<file path="config.mk">
export PLATFORM = sky130hd
export DESIGN_NAME = pusc_top
export DESIGN_NICKNAME = d
export VERILOG_FILES = /design/src/hw/pusc_pkg.sv /design/src/hw/pusc_seq_if.sv /design/src/hw/pusc_tick.sv /design/src/hw/pusc_strap_seq.sv /design/src/hw/pusc_top.sv
export SDC_FILE = /design/constraint.sdc
export NUM_CORES = 1
export LEC_CHECK = 0
export ABC_AREA = 1
export ABC_CLOCK_PERIOD_IN_PS = 3900
export BUFFER_PORTS_ARGS = -buffer_cell sky130_fd_sc_hd__buf_2
export CAP_MARGIN = 10
export CORE_MARGIN = 1
export CORE_UTILIZATION = 30
export CTS_CLUSTER_DIAMETER = 200
export DETAILED_ROUTE_END_ITERATION = 10
export GPL_TIMING_DRIVEN = 0
export HOLD_SLACK_MARGIN = 0.02
export SLEW_MARGIN = 20
export SYNTH_ARGS = -nofsm -noshare
export SYNTH_HDL_FRONTEND = slang
export SYNTH_HIERARCHICAL = 1
export SYNTH_SLANG_ARGS = --single-unit
</file>
<file path="constraint.sdc">
create_clock -name mclk_i -period 3.9 [get_ports mclk_i]
set_input_delay 0.195 -clock mclk_i [delete_from_list [all_inputs] [get_ports mclk_i]]
set_output_delay 0.195 -clock mclk_i [all_outputs]
set_load 0.03 [all_outputs]
</file>
<file path="src/hw/pusc_pkg.sv">
// Package: constants, field positions and decode helpers of the power-up strap block
`default_nettype none
package pusc_pkg;

  // Clock and timing
  localparam int CLK_MHZ      = 250;
  localparam int TICK_US      = 1;
  localparam int TICK_CYCLES  = CLK_MHZ * TICK_US;
  localparam int HOLD_MS      = 55;
  localparam int HOLD_TICKS   = (HOLD_MS * 1000) / TICK_US;

  // Register map
  localparam logic [7:0] REF_CFG_OFF  = 8'h0a;
  localparam logic [7:0] REF_CFG_RST  = 8'h00;
  localparam int         REF_DIFF_BIT = 0;

  // Strap pin positions on the gpio bus
  localparam int GPIO_W    = 7;
  localparam int MSEL_LSB  = 0;
  localparam int OCLK0_BIT = 2;
  localparam int AUX_LSB   = 3;
  localparam int OCLK1_BIT = 6;

  // Master clock select codes
  localparam logic [1:0] MSEL_20M  = 2'h2;
  localparam logic [1:0] MSEL_24M  = 2'h3;
  localparam logic [1:0] MSEL_RST  = 2'h0;

  // Frequencies in kHz
  localparam int         KHZ_W       = 17;
  localparam logic [16:0] MCLK_20_KHZ = 17'h04e20;
  localparam logic [16:0] MCLK_24_KHZ = 17'h06000;
  localparam logic [16:0] OCLK0_KHZ   = 17'h061a8;
  localparam logic [16:0] OCLK1_KHZ   = 17'h1e848;

  // Output enable defaults before straps are read
  localparam logic OCLK0_EN_RST = 1'b0;
  localparam logic OCLK1_EN_RST = 1'b1;

  // Master clock frequency for a select code; reserved codes give zero
  function automatic logic [16:0] pusc_mclk_khz(input logic [1:0] code);
    unique case (code)
      MSEL_20M: pusc_mclk_khz = MCLK_20_KHZ;
      MSEL_24M: pusc_mclk_khz = MCLK_24_KHZ;
      default:  pusc_mclk_khz = 17'h00000;
    endcase
  endfunction

endpackage
`default_nettype wire

</file>
<file path="src/hw/pusc_seq_if.sv">
// Interface: strap sequencing signals between the top, sequencer and tick divider
`default_nettype none
interface pusc_seq_if;
  logic sample;
  logic holding;
  logic tick_en;
  logic tick;

  modport seq (output sample, output holding, output tick_en, input tick);
  modport tmr (input tick_en, output tick);
  modport top (input sample, input holding);
endinterface
`default_nettype wire

</file>
<file path="src/hw/pusc_tick.sv">
// Divider that issues a one-cycle microsecond tick while enabled
`default_nettype none
module pusc_tick
  import pusc_pkg::*;
#(
  parameter int DIV = TICK_CYCLES
)(
  // Clock and reset
  input  wire logic mclk_i,
  input  wire logic nrst_i,
  // Tick link
  pusc_seq_if.tmr   t
);

  localparam int CW = $clog2(DIV + 1);

  if (DIV < 1)
  begin : g_chk
    $error("pusc_tick: DIV must be at least 1");
  end

  logic [CW-1:0] cnt_r;
  logic [CW-1:0] cnt_nxt;
  logic          last;

  assign last   = (cnt_r == CW'(DIV - 1));
  assign t.tick = t.tick_en && last;

  // Counter restarts whenever disabled so every hold starts on a full period
  always_comb
  begin
    cnt_nxt = cnt_r;
    if (!t.tick_en || last)
      cnt_nxt = '0;
    else
      cnt_nxt = cnt_r + CW'(1);
  end

  always_ff @(posedge mclk_i)
  begin
    if (!nrst_i)
      cnt_r <= '0;
    else
      cnt_r <= cnt_nxt;
  end

endmodule
`default_nettype wire

</file>
<file path="src/hw/pusc_strap_seq.sv">
// Sequencer: one sampling instant after reset, then the strap hold interval
`default_nettype none
module pusc_strap_seq
  import pusc_pkg::*;
#(
  parameter int HOLD = HOLD_TICKS
)(
  // Clock and reset
  input  wire logic mclk_i,
  input  wire logic nrst_i,
  // Sequencing link
  pusc_seq_if.seq   s
);

  localparam int CW = $clog2(HOLD + 1);

  if (HOLD < 1)
  begin : g_chk
    $error("pusc_strap_seq: HOLD must be at least 1");
  end

  typedef enum logic [1:0] {ST_SAMPLE, ST_HOLD, ST_FREE} pusc_seq_st_t;

  pusc_seq_st_t  st_r;
  pusc_seq_st_t  st_nxt;
  logic [CW-1:0] cnt_r;
  logic [CW-1:0] cnt_nxt;

  assign s.sample  = (st_r == ST_SAMPLE);
  assign s.holding = (st_r != ST_FREE);
  assign s.tick_en = (st_r == ST_HOLD);

  // Next state: sample on the first cycle out of reset, count ticks, release
  always_comb
  begin
    st_nxt  = st_r;
    cnt_nxt = cnt_r;
    unique case (st_r)
      ST_SAMPLE:
        st_nxt = ST_HOLD;
      ST_HOLD:
        if (s.tick)
        begin
          if (cnt_r == CW'(HOLD - 1))
            st_nxt = ST_FREE;
          else
            cnt_nxt = cnt_r + CW'(1);
        end
      ST_FREE:
        st_nxt = ST_FREE;
    endcase
  end

  always_ff @(posedge mclk_i)
  begin
    if (!nrst_i)
    begin
      st_r  <= ST_SAMPLE;
      cnt_r <= '0;
    end
    else
    begin
      st_r  <= st_nxt;
      cnt_r <= cnt_nxt;
    end
  end

  // Sampling happens once per reset
  chk_sample_once: assert property (@(posedge mclk_i) disable iff (!nrst_i)
    s.sample |=> !s.sample [*8])
    else $error("strap sample repeated");

  // Release exactly after the last hold tick
  chk_hold_end: assert property (@(posedge mclk_i) disable iff (!nrst_i)
    (st_r == ST_HOLD && s.tick && cnt_r == CW'(HOLD - 1)) |=> !s.holding)
    else $error("strap hold did not end on last tick");

endmodule
`default_nettype wire

</file>
<file path="src/hw/pusc_top.sv">
// Top: power-up strap capture, reference input configuration and clock defaults
`default_nettype none
module pusc_top
  import pusc_pkg::*;
#(
  parameter int HOLD_TICKS_P = HOLD_TICKS,
  parameter int TICK_DIV_P   = TICK_CYCLES
)(
  // Clock and reset
  input  wire logic              mclk_i,
  input  wire logic              nrst_i,
  // Strap pins
  input  wire logic [GPIO_W-1:0] gpio_i,
  // Register port
  input  wire logic [7:0]        reg_addr_i,
  input  wire logic              reg_wr_i,
  input  wire logic              reg_rd_i,
  input  wire logic [7:0]        reg_wdata_i,
  output logic      [7:0]        reg_rdata_o,
  // Reference input mode
  output logic                   ref_diff_o,
  // Strap results
  output logic                   strap_active_o,
  output logic      [1:0]        mclk_code_o,
  output logic                   mclk_valid_o,
  output logic      [KHZ_W-1:0]  refmon_base_khz_o,
  output logic      [2:0]        strap_aux_o,
  // Output clock defaults
  output logic                   oclk0_en_o,
  output logic                   oclk1_en_o,
  output logic      [KHZ_W-1:0]  oclk0_khz_o,
  output logic      [KHZ_W-1:0]  oclk1_khz_o
);

  // A zero-length hold or divider would free the strap pins before they settle
  if (HOLD_TICKS_P < 1)
  begin : g_hold_chk
    $error("pusc_top: HOLD_TICKS_P must be at least 1");
  end

  if (TICK_DIV_P < 1)
  begin : g_div_chk
    $error("pusc_top: TICK_DIV_P must be at least 1");
  end

  // Sequencing between the sampler, the hold timer and this level
  // The divider only runs during the hold, so it is idle once straps are freed
  pusc_seq_if seq ();

  pusc_strap_seq #(
    .HOLD (HOLD_TICKS_P)
  ) u_seq (
    .mclk_i (mclk_i),
    .nrst_i (nrst_i),
    .s      (seq)
  );

  pusc_tick #(
    .DIV (TICK_DIV_P)
  ) u_tick (
    .mclk_i (mclk_i),
    .nrst_i (nrst_i),
    .t      (seq)
  );

  // ---------------------------------------------------------------
  // Register group
  // ---------------------------------------------------------------
  logic [7:0] ref_cfg_r;
  logic [7:0] ref_cfg_nxt;
  logic [7:0] rdata_r;
  logic [7:0] rdata_nxt;
  logic       hit;

  // Address decode shared by the register logic and its checks
  function automatic logic pusc_ref_cfg_sel(input logic [7:0] a);
    pusc_ref_cfg_sel = (a == REF_CFG_OFF);
  endfunction

  assign hit = pusc_ref_cfg_sel(reg_addr_i);

  // Write stores the whole byte; unmapped reads answer zero
  always_comb
  begin
    ref_cfg_nxt = ref_cfg_r;
    rdata_nxt   = rdata_r;
    if (reg_wr_i && hit)
      ref_cfg_nxt = reg_wdata_i;
    if (reg_rd_i)
      rdata_nxt = hit ? ref_cfg_r : 8'h00;
  end

  // Reset leaves the reference single-ended
  always_ff @(posedge mclk_i)
  begin
    if (!nrst_i)
    begin
      ref_cfg_r <= REF_CFG_RST;
      rdata_r   <= 8'h00;
    end
    else
    begin
      ref_cfg_r <= ref_cfg_nxt;
      rdata_r   <= rdata_nxt;
    end
  end

  assign reg_rdata_o = rdata_r;
  assign ref_diff_o  = ref_cfg_r[REF_DIFF_BIT];

  // ---------------------------------------------------------------
  // Strap configuration group
  // ---------------------------------------------------------------
  logic [1:0]       mcode_r;
  logic [1:0]       mcode_nxt;
  logic             mvalid_r;
  logic             mvalid_nxt;
  logic [KHZ_W-1:0] mkhz_r;
  logic [KHZ_W-1:0] mkhz_nxt;
  logic [2:0]       aux_r;
  logic [2:0]       aux_nxt;
  logic             oen0_r;
  logic             oen0_nxt;
  logic             oen1_r;
  logic             oen1_nxt;
  logic             active_r;
  logic             active_nxt;

  // Pins are looked at only in the sample cycle, so late glitches are harmless
  // Reserved select codes are kept as captured; the valid flag stays low for them
  always_comb
  begin
    mcode_nxt  = mcode_r;
    mvalid_nxt = mvalid_r;
    mkhz_nxt   = mkhz_r;
    aux_nxt    = aux_r;
    oen0_nxt   = oen0_r;
    oen1_nxt   = oen1_r;
    active_nxt = seq.holding;
    if (seq.sample)
    begin
      mcode_nxt  = gpio_i[MSEL_LSB +: 2];
      mvalid_nxt = gpio_i[MSEL_LSB + 1];
      mkhz_nxt   = pusc_mclk_khz(gpio_i[MSEL_LSB +: 2]);
      aux_nxt    = gpio_i[AUX_LSB +: 3];
      oen0_nxt   = gpio_i[OCLK0_BIT];
      oen1_nxt   = gpio_i[OCLK1_BIT];
    end
  end

  // Defaults hold until the sample: clock one on, clock zero off
  always_ff @(posedge mclk_i)
  begin
    if (!nrst_i)
    begin
      mcode_r  <= MSEL_RST;
      mvalid_r <= 1'b0;
      mkhz_r   <= '0;
      aux_r    <= 3'h0;
      oen0_r   <= OCLK0_EN_RST;
      oen1_r   <= OCLK1_EN_RST;
      active_r <= 1'b1;
    end
    else
    begin
      mcode_r  <= mcode_nxt;
      mvalid_r <= mvalid_nxt;
      mkhz_r   <= mkhz_nxt;
      aux_r    <= aux_nxt;
      oen0_r   <= oen0_nxt;
      oen1_r   <= oen1_nxt;
      active_r <= active_nxt;
    end
  end

  // Output clock rates are fixed defaults; the synthesizer reads them when enabled
  logic [KHZ_W-1:0] okhz0_r;
  logic [KHZ_W-1:0] okhz0_nxt;
  logic [KHZ_W-1:0] okhz1_r;
  logic [KHZ_W-1:0] okhz1_nxt;

  // Rates are constants; kept in flops so every output leaves a register
  always_comb
  begin
    okhz0_nxt = OCLK0_KHZ;
    okhz1_nxt = OCLK1_KHZ;
  end

  // No reset needed: the value is the same before and after reset
  always_ff @(posedge mclk_i)
  begin
    okhz0_r <= okhz0_nxt;
    okhz1_r <= okhz1_nxt;
  end

  assign mclk_code_o       = mcode_r;
  assign mclk_valid_o      = mvalid_r;
  assign refmon_base_khz_o = mkhz_r;
  assign strap_aux_o       = aux_r;
  assign oclk0_en_o        = oen0_r;
  assign oclk1_en_o        = oen1_r;
  assign oclk0_khz_o       = okhz0_r;
  assign oclk1_khz_o       = okhz1_r;
  assign strap_active_o    = active_r;

  // ---------------------------------------------------------------
  // Checks
  // ---------------------------------------------------------------
  chk_ref_rst_single: assert property (@(posedge mclk_i)
    !nrst_i |=> !ref_diff_o && reg_rdata_o == 8'h00)
    else $error("reference not single-ended after reset");

  chk_ref_write_mode: assert property (@(posedge mclk_i) disable iff (!nrst_i)
    (reg_wr_i && reg_addr_i == REF_CFG_OFF) |=> ref_diff_o == $past(reg_wdata_i[REF_DIFF_BIT]))
    else $error("reference mode not taken from write");

  chk_strap_mclk_take: assert property (@(posedge mclk_i) disable iff (!nrst_i)
    seq.sample |=> mclk_code_o == $past(gpio_i[1:0]) && strap_aux_o == $past(gpio_i[5:3]))
    else $error("strap levels not captured at sample");

  chk_mclk_decode: assert property (@(posedge mclk_i) disable iff (!nrst_i)
    !seq.sample |-> mclk_valid_o == mclk_code_o[1]
                    && refmon_base_khz_o == pusc_mclk_khz(mclk_code_o))
    else $error("master clock code decoded wrongly");

  chk_strap_release: assert property (@(posedge mclk_i) disable iff (!nrst_i)
    !strap_active_o |=> !strap_active_o)
    else $error("strap pins reclaimed after release");

  chk_oclk_strap_en: assert property (@(posedge mclk_i) disable iff (!nrst_i)
    seq.sample |=> oclk0_en_o == $past(gpio_i[OCLK0_BIT])
                   && oclk1_en_o == $past(gpio_i[OCLK1_BIT]))
    else $error("output clock enable straps not captured");

  chk_oclk_rates: assert property (@(posedge mclk_i) disable iff (!nrst_i)
    !seq.sample |-> oclk0_khz_o == OCLK0_KHZ && oclk1_khz_o == OCLK1_KHZ)
    else $error("output clock default rates wrong");

  chk_cfg_frozen: assert property (@(posedge mclk_i) disable iff (!nrst_i)
    !seq.sample |=> $stable(mclk_code_o) && $stable(oclk0_en_o) && $stable(oclk1_en_o))
    else $error("strap configuration changed after sample");

  chk_reset_dflt: assert property (@(posedge mclk_i)
    !nrst_i |=> !oclk0_en_o && oclk1_en_o && strap_active_o && !mclk_valid_o)
    else $error("defaults not applied by reset");

  chk_read_back: assert property (@(posedge mclk_i) disable iff (!nrst_i)
    (reg_rd_i && pusc_ref_cfg_sel(reg_addr_i)) |=> reg_rdata_o == $past(ref_cfg_r))
    else $error("register read did not return stored value");

  chk_read_unmapped: assert property (@(posedge mclk_i) disable iff (!nrst_i)
    (reg_rd_i && !pusc_ref_cfg_sel(reg_addr_i)) |=> reg_rdata_o == 8'h00)
    else $error("unmapped read returned data");

  chk_rdata_hold: assert property (@(posedge mclk_i) disable iff (!nrst_i)
    !reg_rd_i |=> $stable(reg_rdata_o))
    else $error("read data changed without a read");

  chk_write_ignored: assert property (@(posedge mclk_i) disable iff (!nrst_i)
    (reg_wr_i && !pusc_ref_cfg_sel(reg_addr_i)) |=> $stable(ref_diff_o))
    else $error("unmapped write changed reference mode");

  chk_strap_window: assert property (@(posedge mclk_i) disable iff (!nrst_i)
    seq.sample |=> strap_active_o)
    else $error("strap pins released too early");

  chk_aux_frozen: assert property (@(posedge mclk_i) disable iff (!nrst_i)
    !seq.sample |=> $stable(strap_aux_o) && $stable(refmon_base_khz_o))
    else $error("aux straps or monitor base changed after sample");

  chk_mclk_range: assert property (@(posedge mclk_i) disable iff (!nrst_i)
    mclk_valid_o |-> refmon_base_khz_o == MCLK_20_KHZ || refmon_base_khz_o == MCLK_24_KHZ)
    else $error("valid master clock code with unknown rate");

  cov_diff_sel: cover property (@(posedge mclk_i) disable iff (!nrst_i)
    reg_wr_i && reg_addr_i == REF_CFG_OFF && reg_wdata_i[REF_DIFF_BIT]);

  cov_sample_24m: cover property (@(posedge mclk_i) disable iff (!nrst_i)
    seq.sample && gpio_i[1:0] == MSEL_24M);

  cov_release: cover property (@(posedge mclk_i) disable iff (!nrst_i)
    $fell(strap_active_o));

  cov_sample_20m: cover property (@(posedge mclk_i) disable iff (!nrst_i)
    seq.sample && gpio_i[1:0] == MSEL_20M);

  cov_oclk1_off: cover property (@(posedge mclk_i) disable iff (!nrst_i)
    seq.sample && !gpio_i[OCLK1_BIT]);

endmodule
`default_nettype wire

</file>
Yosys cells after proc, flatten, opt, wreduce, memory -nomap -nowiden
Index checks and enable logic that the tools add are counted.

storage, ports and cells
  bits of input ports = 27
  register bits = 68
  output and inout port bits = 69
  logic and storage cells = 39

cells by class
  equal/unequal tests = 10
  reductions and logical operators = 8
  bitwise logic cells = 2
  $add $sub $neg = 2
  muxes and demuxes = 5

operator list
  cell                                           count
  case mux 15 bit (2 select lines)               1
  adder 16 x 1 -> 16 bit, second input constant  1
  == test 16 bit, second input constant          1
  adder 8 x 1 -> 8 bit, second input constant    1
  == test 8 x 4 -> 1 bit, second input constant  1
  == test 8 bit, second input constant           1
  two-way mux 8 bit                              1
  == test 2 bit, second input constant           3
  != test 2 bit, second input constant           3
  case mux 2 bit (3 select lines)                1
  two-way mux 2 bit                              2
  AND reduction 3 bit                            1
  == test 2 x 1 -> 1 bit, second input constant  1
  logical AND 1 bit                              2
  zero test 2 bit                                1
  inverter 1 bit                                 2
  AND reduction 2 bit                            1
  OR reduction 2 bit                             1
  zero test 1 bit                                1
  logical OR 1 bit                               1

Depth between registers and ports, before layout
Gate-level depths: netlist of the first run.

  depth in word-level cells = 4
  depth in mapped cells = 14
  depth with buffers taken out = 14

Cells and area by module
Netlist of the first run, hierarchy kept.

by module, submodules not included
  module          times used  seq. area each (um2)  area an instance (um2)  cells an instance
  pusc_top        1           540.5                 1560.2                  215
  pusc_strap_seq  1           360.3                 1234.9                  208
  pusc_tick       1           160.2                 397.9                   55

Worst setup path before layout of the first run
OpenSTA, ideal clock, no wires.

  path type = reg2reg
  start = register u_tick.cnt_r[0]
  end = register u_seq.cnt_r[15]
  period minus slack after synthesis = 1.783 ns
  data required time = 3.785 ns
  library setup time = 0.115 ns
  arrival = 1.668 ns
  setup slack = 2.117 ns
  path buffers = 0
  stages on the path, launching flop included = 13
  cells stage by stage = dfxtp_1 > ha_1 > inv_1 > nor2_1 > nand2_2 > nor2_1 > inv_2 > nor3_1 > nand2_1 > nor2_1 > nand3_1 > nand2_1 > nor2_1

between the ends
  cells in the longest elaborated chain, start to end = 3

RTL lines
  what                                  RTL line              RTL
  start, declared                       pusc_tick.sv:22       logic [CW-1:0] cnt_r;
  start signal, assigned                pusc_tick.sv:44       cnt_r <= cnt_nxt;
  == test 8 bit                         pusc_tick.sv:26       assign last = (cnt_r == CW'(DIV - 1));
  logical AND 1 bit                     pusc_tick.sv:27       assign t.tick = t.tick_en && last;
  via seq.tick                          pusc_seq_if.sv:7      logic tick;
  AND reduction 3 bit (no source line)  --
  end signal, assigned                  pusc_strap_seq.sv:64  cnt_r <= cnt_nxt;
  end, declared                         pusc_strap_seq.sv:26  logic [CW-1:0] cnt_r;

The timed path passes the listed nets, and every way through them passes these cells.
A chain may end at the register's enable or synchronous reset.

Worst setup path in the final report of the first run
  start = register u_seq.st_r[1]
  end = register u_seq.cnt_r[13]

between the ends
  cells in the longest elaborated chain, start to end = 3

RTL lines
  what                                  RTL line              RTL
  start, declared                       pusc_strap_seq.sv:24  pusc_seq_st_t st_r;
  start signal, assigned                pusc_strap_seq.sv:63  st_r <= st_nxt;
  == test 2 x 1 -> 1 bit                pusc_strap_seq.sv:31  assign s.tick_en = (st_r == ST_HOLD);
  via seq.tick_en                       pusc_seq_if.sv:6      logic tick_en;
  logical AND 1 bit                     pusc_tick.sv:27
  via seq.tick                          pusc_seq_if.sv:7
  AND reduction 3 bit (no source line)  --

The timed path passes the listed nets, and every way through them passes these cells.

==> flow_summary.json, run 1 <==
{
  "slew_violations": 0,
  "clockBufferDepth": 2,
  "num_vias": 2870,
  "dpl_worst_slack_ps": 1790,
  "die_h_um": 105,
  "syn-instance-count": 478,
  "clock-sinks": 53,
  "wire_per_inst_um": 9.13,
  "cts-resized-gates": 0,
  "hpwlAfterDp_um": 5060,
  "power_frac_seq_pct": 41.4,
  "p_clk_share_pct": 25.3,
  "hold_violations": 0,
  "synth_edf_count": 0,
  "yosysSeqAreaShare_pct": 33.2,
  "ys_seq_elements": 53,
  "detailedRoute.firstIterationViolations": 103,
  "overflow": 0,
  "drt-pass1-iter-count": 4,
  "hp-class": "input pin to register",
  "internal_power_w": 0.000943,
  "die_area_sq_um": 11100,
  "gp_congestion": 0.876,
  "syn_area_per_cell_sq_um": 6.68,
  "cts_tree": "yes",
  "fmax_mhz": 473,
  "antenna_found_initial": 0,
  "worst_setup_path_end_kind": "register",
  "p_sw_w": 0.000572,
  "drv_cap": 0,
  "pin_count": 96,
  "antenna_left": 0,
  "max-vdd-ir-drop_mv": 0.195,
  "worst-setup-path-type": "register to register",
  "power_frac_comb_pct": 33.3,
  "ys_types": 29,
  "grt_pass1_vias": 2721,
  "rsz0062_at_grt": "false",
  "cts_made_buffers": 5,
  "required_ps": 4150,
  "yosysMostFrequentCell": "nand2_1",
  "pwr_density_cell_nw_per_um2": 390,
  "arrival_ps": 2360,
  "p_sw_share_pct": 37.8,
  "htree_levels": 2,
  "worstSkewPairLatency_ps": 310,
  "synth.top_cell.area_share_pct": 33.2,
  "netlist_top_cells_count": "nand2_1 (100), inv_1 (72), nor2_1 (67)",
  "fin_skew_ps": 9.04,
  "p_total_w": 0.00152,
  "fillCellCount": 1092,
  "cp_max_fo": 7,
  "die_w_um": 105,
  "yosysTopAreaCell": "dfxtp_1",
  "core-area_sq_um": 10300,
  "synth_area_sq_um": 3190,
  "post-cts-setup-buffer-count": 0,
  "setup_violations": 0,
  "fin_crit_ps": 2120,
  "setup_ws_ps": 1780,
  "nets": 610,
  "clkSlewWorstSetupHoldPaths_ps": 100,
  "power_leakage_nw": 1.91,
  "insertedDiodeCount": 0,
  "cts_root_buf": "clkbuf_8",
  "synth.area.top_cells": "dfxtp_1 (33%), nand2_1 (12%), buf_4 (12%), inv_1 (8.5%), nor2_1 (7.9%)",
  "drt_wl_total_um": 6520,
  "drive_above_1_share_pct": 25.6,
  "yosysWarningCount": 6,
  "grt_max_degree": 18,
  "grt_pass1_wl_um": 11600,
  "port_buffers": 49,
  "routed_via_density": 4.02,
  "drc": 0,
  "ys.flop_type": "dfxtp_1",
  "finalSetupTns_ps": 0,
  "crit_path_start_kind": "register",
  "placementRows": 37,
  "cts.hold.buffers_added": 0,
  "finalCritPeriodShare_pct": 54.2,
  "async_flop_share_pct": 0,
  "start_util_pct": 30.9,
  "areaGrowthSynthToFinish_pct": 21.7,
  "grt_usage_pct": 12.6,
  "outcome": "complete, no violations"
}
[layer usage]
metal | GRT usage [%] | wire length [um] | vias up
met3 | 2.43 | 314 | 6
met5 | 0 | 0 | -
met2 | 23.0 | 3120 | 78
li1 | - | - | 1564
met1 | 14.6 | 3020 | 1222
met4 | 4.53 | 68 | 0
[critical path, stage by stage, from the launching register on]
cell     delay, ps
dfxtp_1        340
inv_1           90
ha_1           340
inv_1           70
nor2_1         350
inv_2          140
nor2_1         200
nand2_1        140
nor2_1         130
nand3_1         80
nand2_1         60
inv_1           30
nor2_1          90
[worst paths after layout]
path	from	endpoint	slack, ps	cells past startpoint
setup / recovery	u_seq/st_r[1]	u_seq/cnt_r[13]	1780	12
hold / removal	gpio_i[6]	oclk1_en_o	90	3
setup reg to reg	u_seq/st_r[1]	u_seq/cnt_r[13]	1780	12
hold reg to reg	oclk1_en_o	oclk1_en_o	470	2
[state kept, by name (all words and copies together), names as in the netlist]
register / count
u_seq/cnt_r: 16
ref_cfg_r: 8
reg_rdata_o: 8
u_tick/cnt_r: 8
refmon_base_khz_o: 3
strap_aux_o: 3
mclk_code_o: 2
u_seq/st_r: 2
oclk0_en_o: 1
oclk1_en_o: 1
strap_active_o: 1
[layout by cell type, fill, tap and decap left out, types with 11 or more instances in the layout]
cell type | netlist | layout
buf_4 | 49 | 49
conb_1 | 2 | 45
nand2_1 | 100 | 100
nor2_1 | 67 | 67
nand3_1 | 32 | 32
inv_1 | 72 | 72
buf_2 | 6 | 55
nand4_1 | 11 | 11
a21oi_1 | 22 | 22
dfxtp_1 | 53 | 53
[final cells by class]
cell class | instances | area, sq um | area share (%)
clock buffers | 5 | 68.8 | 1.77
inverters | 77 | 289 | 7.44
multi-input cells | 333 | 1580 | 40.7
clock inverters | 3 | 46.3 | 1.19
flip-flops and latches | 53 | 1060 | 27.3
plain buffers | 58 | 424 | 10.9
well taps | 136 | 170 | 4.38
repair buffers | 49 | 245 | 6.31
[through the flow]
stage          cell area, sq um  utilization, %  cells  hold WS, ps
6_report                   3880            37.6    714         91.9
3_5_place_dp               3770            36.5    706          417
5_1_grt                    3880            37.6    714          101
4_1_cts                    3880            37.6    714         81.6
2_1_floorplan              3350               -    521          316
3_3_place_gp               3770            36.5    706          411
[power by group through the flow]
stage	clock network, W	registers [W]	logic, W
3_3_place_gp	0	0.000638	0.000499
4_1_cts	0.000394	0.000628	0.000506
3_5_place_dp	0	0.000640	0.000505
6_report	0.000383	0.000627	0.000505
2_1_floorplan	0	0.000719	0.000304
5_1_grt	0.000416	0.000633	0.000552
[logic make-up after synthesis]
logic type               share of synthesized area, %
other                                           0.235
buffers and inverters                            22.3
AND/OR/NAND/NOR                                  35.7
AO/OA/AOI/OAI                                    5.64
XOR/XNOR                                        0.549
flip-flops                                       33.2
adder cells (fa/ha/maj)                          2.35
Note: power is estimated with default switching activity, not from simulation.
==> run 2: changes to the inputs <==
- ABC_CLOCK_PERIOD_IN_PS: 3900 -> 2000
- clock period: 3.9 -> 2 ns (I/O delays scaled with it)
==> flow_summary.json, run 2 (same netlist as run 1, synthesis figures left out) <==
{
  "outcome": "complete, no violations",
  "met1_length_um": 3040,
  "drc": 0,
  "arrival_ps": 2070,
  "worst_setup_path_end_kind": "register",
  "setup_violations": 0,
  "grt_pass1_vias": 2768,
  "htree_levels": 2,
  "wl_met2_um": 3210,
  "nets": 617,
  "start_util_pct": 30.9,
  "fin_crit_ps": 1820,
  "hold_end": "refmon_base_khz_o[13]",
  "worstHoldStart": "gpio_i[0]",
  "r2r-start": "u_tick/cnt_r[1]",
  "p_total_w": 0.00298,
  "antenna_found_initial": 0,
  "final_cell_mix": "nand2_1 (100), inv_1 (72), nor2_1 (65)",
  "largest-register": "u_seq/cnt_r",
  "wire_per_inst_um": 9.22,
  "crit_slowest_cell": "dfxtp_1",
  "pin_count": 96,
  "hp-class": "input pin to register",
  "core-area_sq_um": 10300,
  "num_vias": 2907,
  "die_area_sq_um": 11100,
  "finalSetupTns_ps": 0,
  "final_common_cell": "nand2_1",
  "pwr_density_cell_nw_per_um2": 748,
  "cp_max_fo": 6,
  "port_buffers": 49,
  "placementRows": 37,
  "die_h_um": 105,
  "overflow": 0,
  "grt_max_degree": 18,
  "worst-setup-path-type": "register to register",
  "ff2ff_path_depth": 14,
  "die_w_um": 105,
  "drive_above_1_share_pct": 26.7,
  "required_ps": 2250,
  "dp_cells": 706,
  "antenna_left": 0,
  "cts_root_buf": "clkbuf_8",
  "hold_violations": 0,
  "hold_path_depth": 3,
  "fmax_mhz": 550,
  "max-vdd-ir-drop_mv": 0.383,
  "clockBufferDepth": 2,
  "largest_reg_flops": 16,
  "cp_common_cell": "inv_1",
  "path_cells": "inv_1, ha_1, inv_1, nor2_1, nand2_2, nor2_4, inv_2, nor2_1, nand3_2, inv_1, nand3_1, nand2_1, nand2_1, nor2_2",
  "crit_path_start_kind": "register",
  "routed_via_density": 4.03,
  "worstSkewPairLatency_ps": 310,
  "max_stage_delay_ps": 350,
  "insertedDiodeCount": 0,
  "hpwlAfterDp_um": 5060,
  "fin_skew_ps": 11.4,
  "reg2reg_slack_ps": 180,
  "areaGrowthSynthToFinish_pct": 24.6,
  "clkSlewWorstSetupHoldPaths_ps": 110,
  "finalCritPeriodShare_pct": 90.8,
  "detailedRoute.firstIterationViolations": 104,
  "cts_made_buffers": 5,
  "gp_congestion": 0.876,
  "drt_wl_total_um": 6650,
  "clock-sinks": 53,
  "cts_tree": "yes",
  "wl_met3_um": 313,
  "top_layer_used": "met4",
  "grt_pass1_wl_um": 11700,
  "utilization_pct": 38.5,
  "r2r-end": "u_seq/cnt_r[8]",
  "slew_violations": 0,
  "drt-pass1-iter-count": 4,
  "power_leakage_nw": 1.95,
  "grt_usage_pct": 12.8,
  "drv_cap": 0,
  "instances_no_fill": 721
}
run 2: final cells by class:
type                    count  area (sq um)
clock inverters             3          46.3
inverters                  77           289
well taps                 136           170
flip-flops and latches     53          1060
plain buffers              58           424
clock buffers               5          68.8
repair buffers             56           310
multi-input cells         333          1610
fillers                  1076          6340
run 2: worst max-delay path, delay by kind of cell (launching register included):
kind / cells / cell delay, ps
buffers and inverters: 4 / 320
flip-flops: 1 / 350
adder cells (fa/ha/maj): 1 / 130
AND/OR/NAND/NOR: 9 / 950
run 2: worst max-delay path by stage:
stage / slack [ps] / to / start
2_1_floorplan: 220 / u_seq/cnt_r[15] / u_tick/cnt_r[0]
4_1_cts: 8 / u_seq/cnt_r[13] / u_tick/cnt_r[0]
3_5_place_dp: -110 / u_seq/cnt_r[13] / u_seq/st_r[1]
6_report: 180 / u_seq/cnt_r[8] / u_tick/cnt_r[1]
5_1_grt: -3 / u_seq/cnt_r[13] / u_tick/cnt_r[1]
3_3_place_gp: -70 / u_seq/cnt_r[13] / u_seq/st_r[1]
run 2: per-stage QoR:
stage / instance area (sq um) / hold slack, ps / worst slack (ps)
6_report: 3980 / 55.0 / 183
5_1_grt: 3980 / 45.6 / -2.96
4_1_cts: 3940 / 41.7 / 8.43
3_5_place_dp: 3770 / 322 / -106
3_3_place_gp: 3770 / 316 / -66.2
2_1_floorplan: 3350 / 221 / 217
run 2: what timing repair did:
action                                  4_1_cts  5_1_grt
hold endpoints to repair                      5        0
gates resized for setup                       2        6
hold buffers                                  5        0
endpoints found under the setup margin        8        9
setup buffers                                 0        2
pin swaps                                     0        2
run 2: report_power, final:
group / leakage (nW) / internal [W] / switching, W
clock: 0.0543 / 0.000375 / 0.000372
sequential: 0.432 / 0.00116 / 0.0000643
combinational: 1.46 / 0.000315 / 0.000689
total: 1.95 / 0.00185 / 0.00113
run 2: per-layer routing:
metal  track usage (%)  up-vias
met5                 0        -
met4              4.73        0
met3              2.56        8
met2              23.2       75
met1              14.7     1249
li1                  -     1575
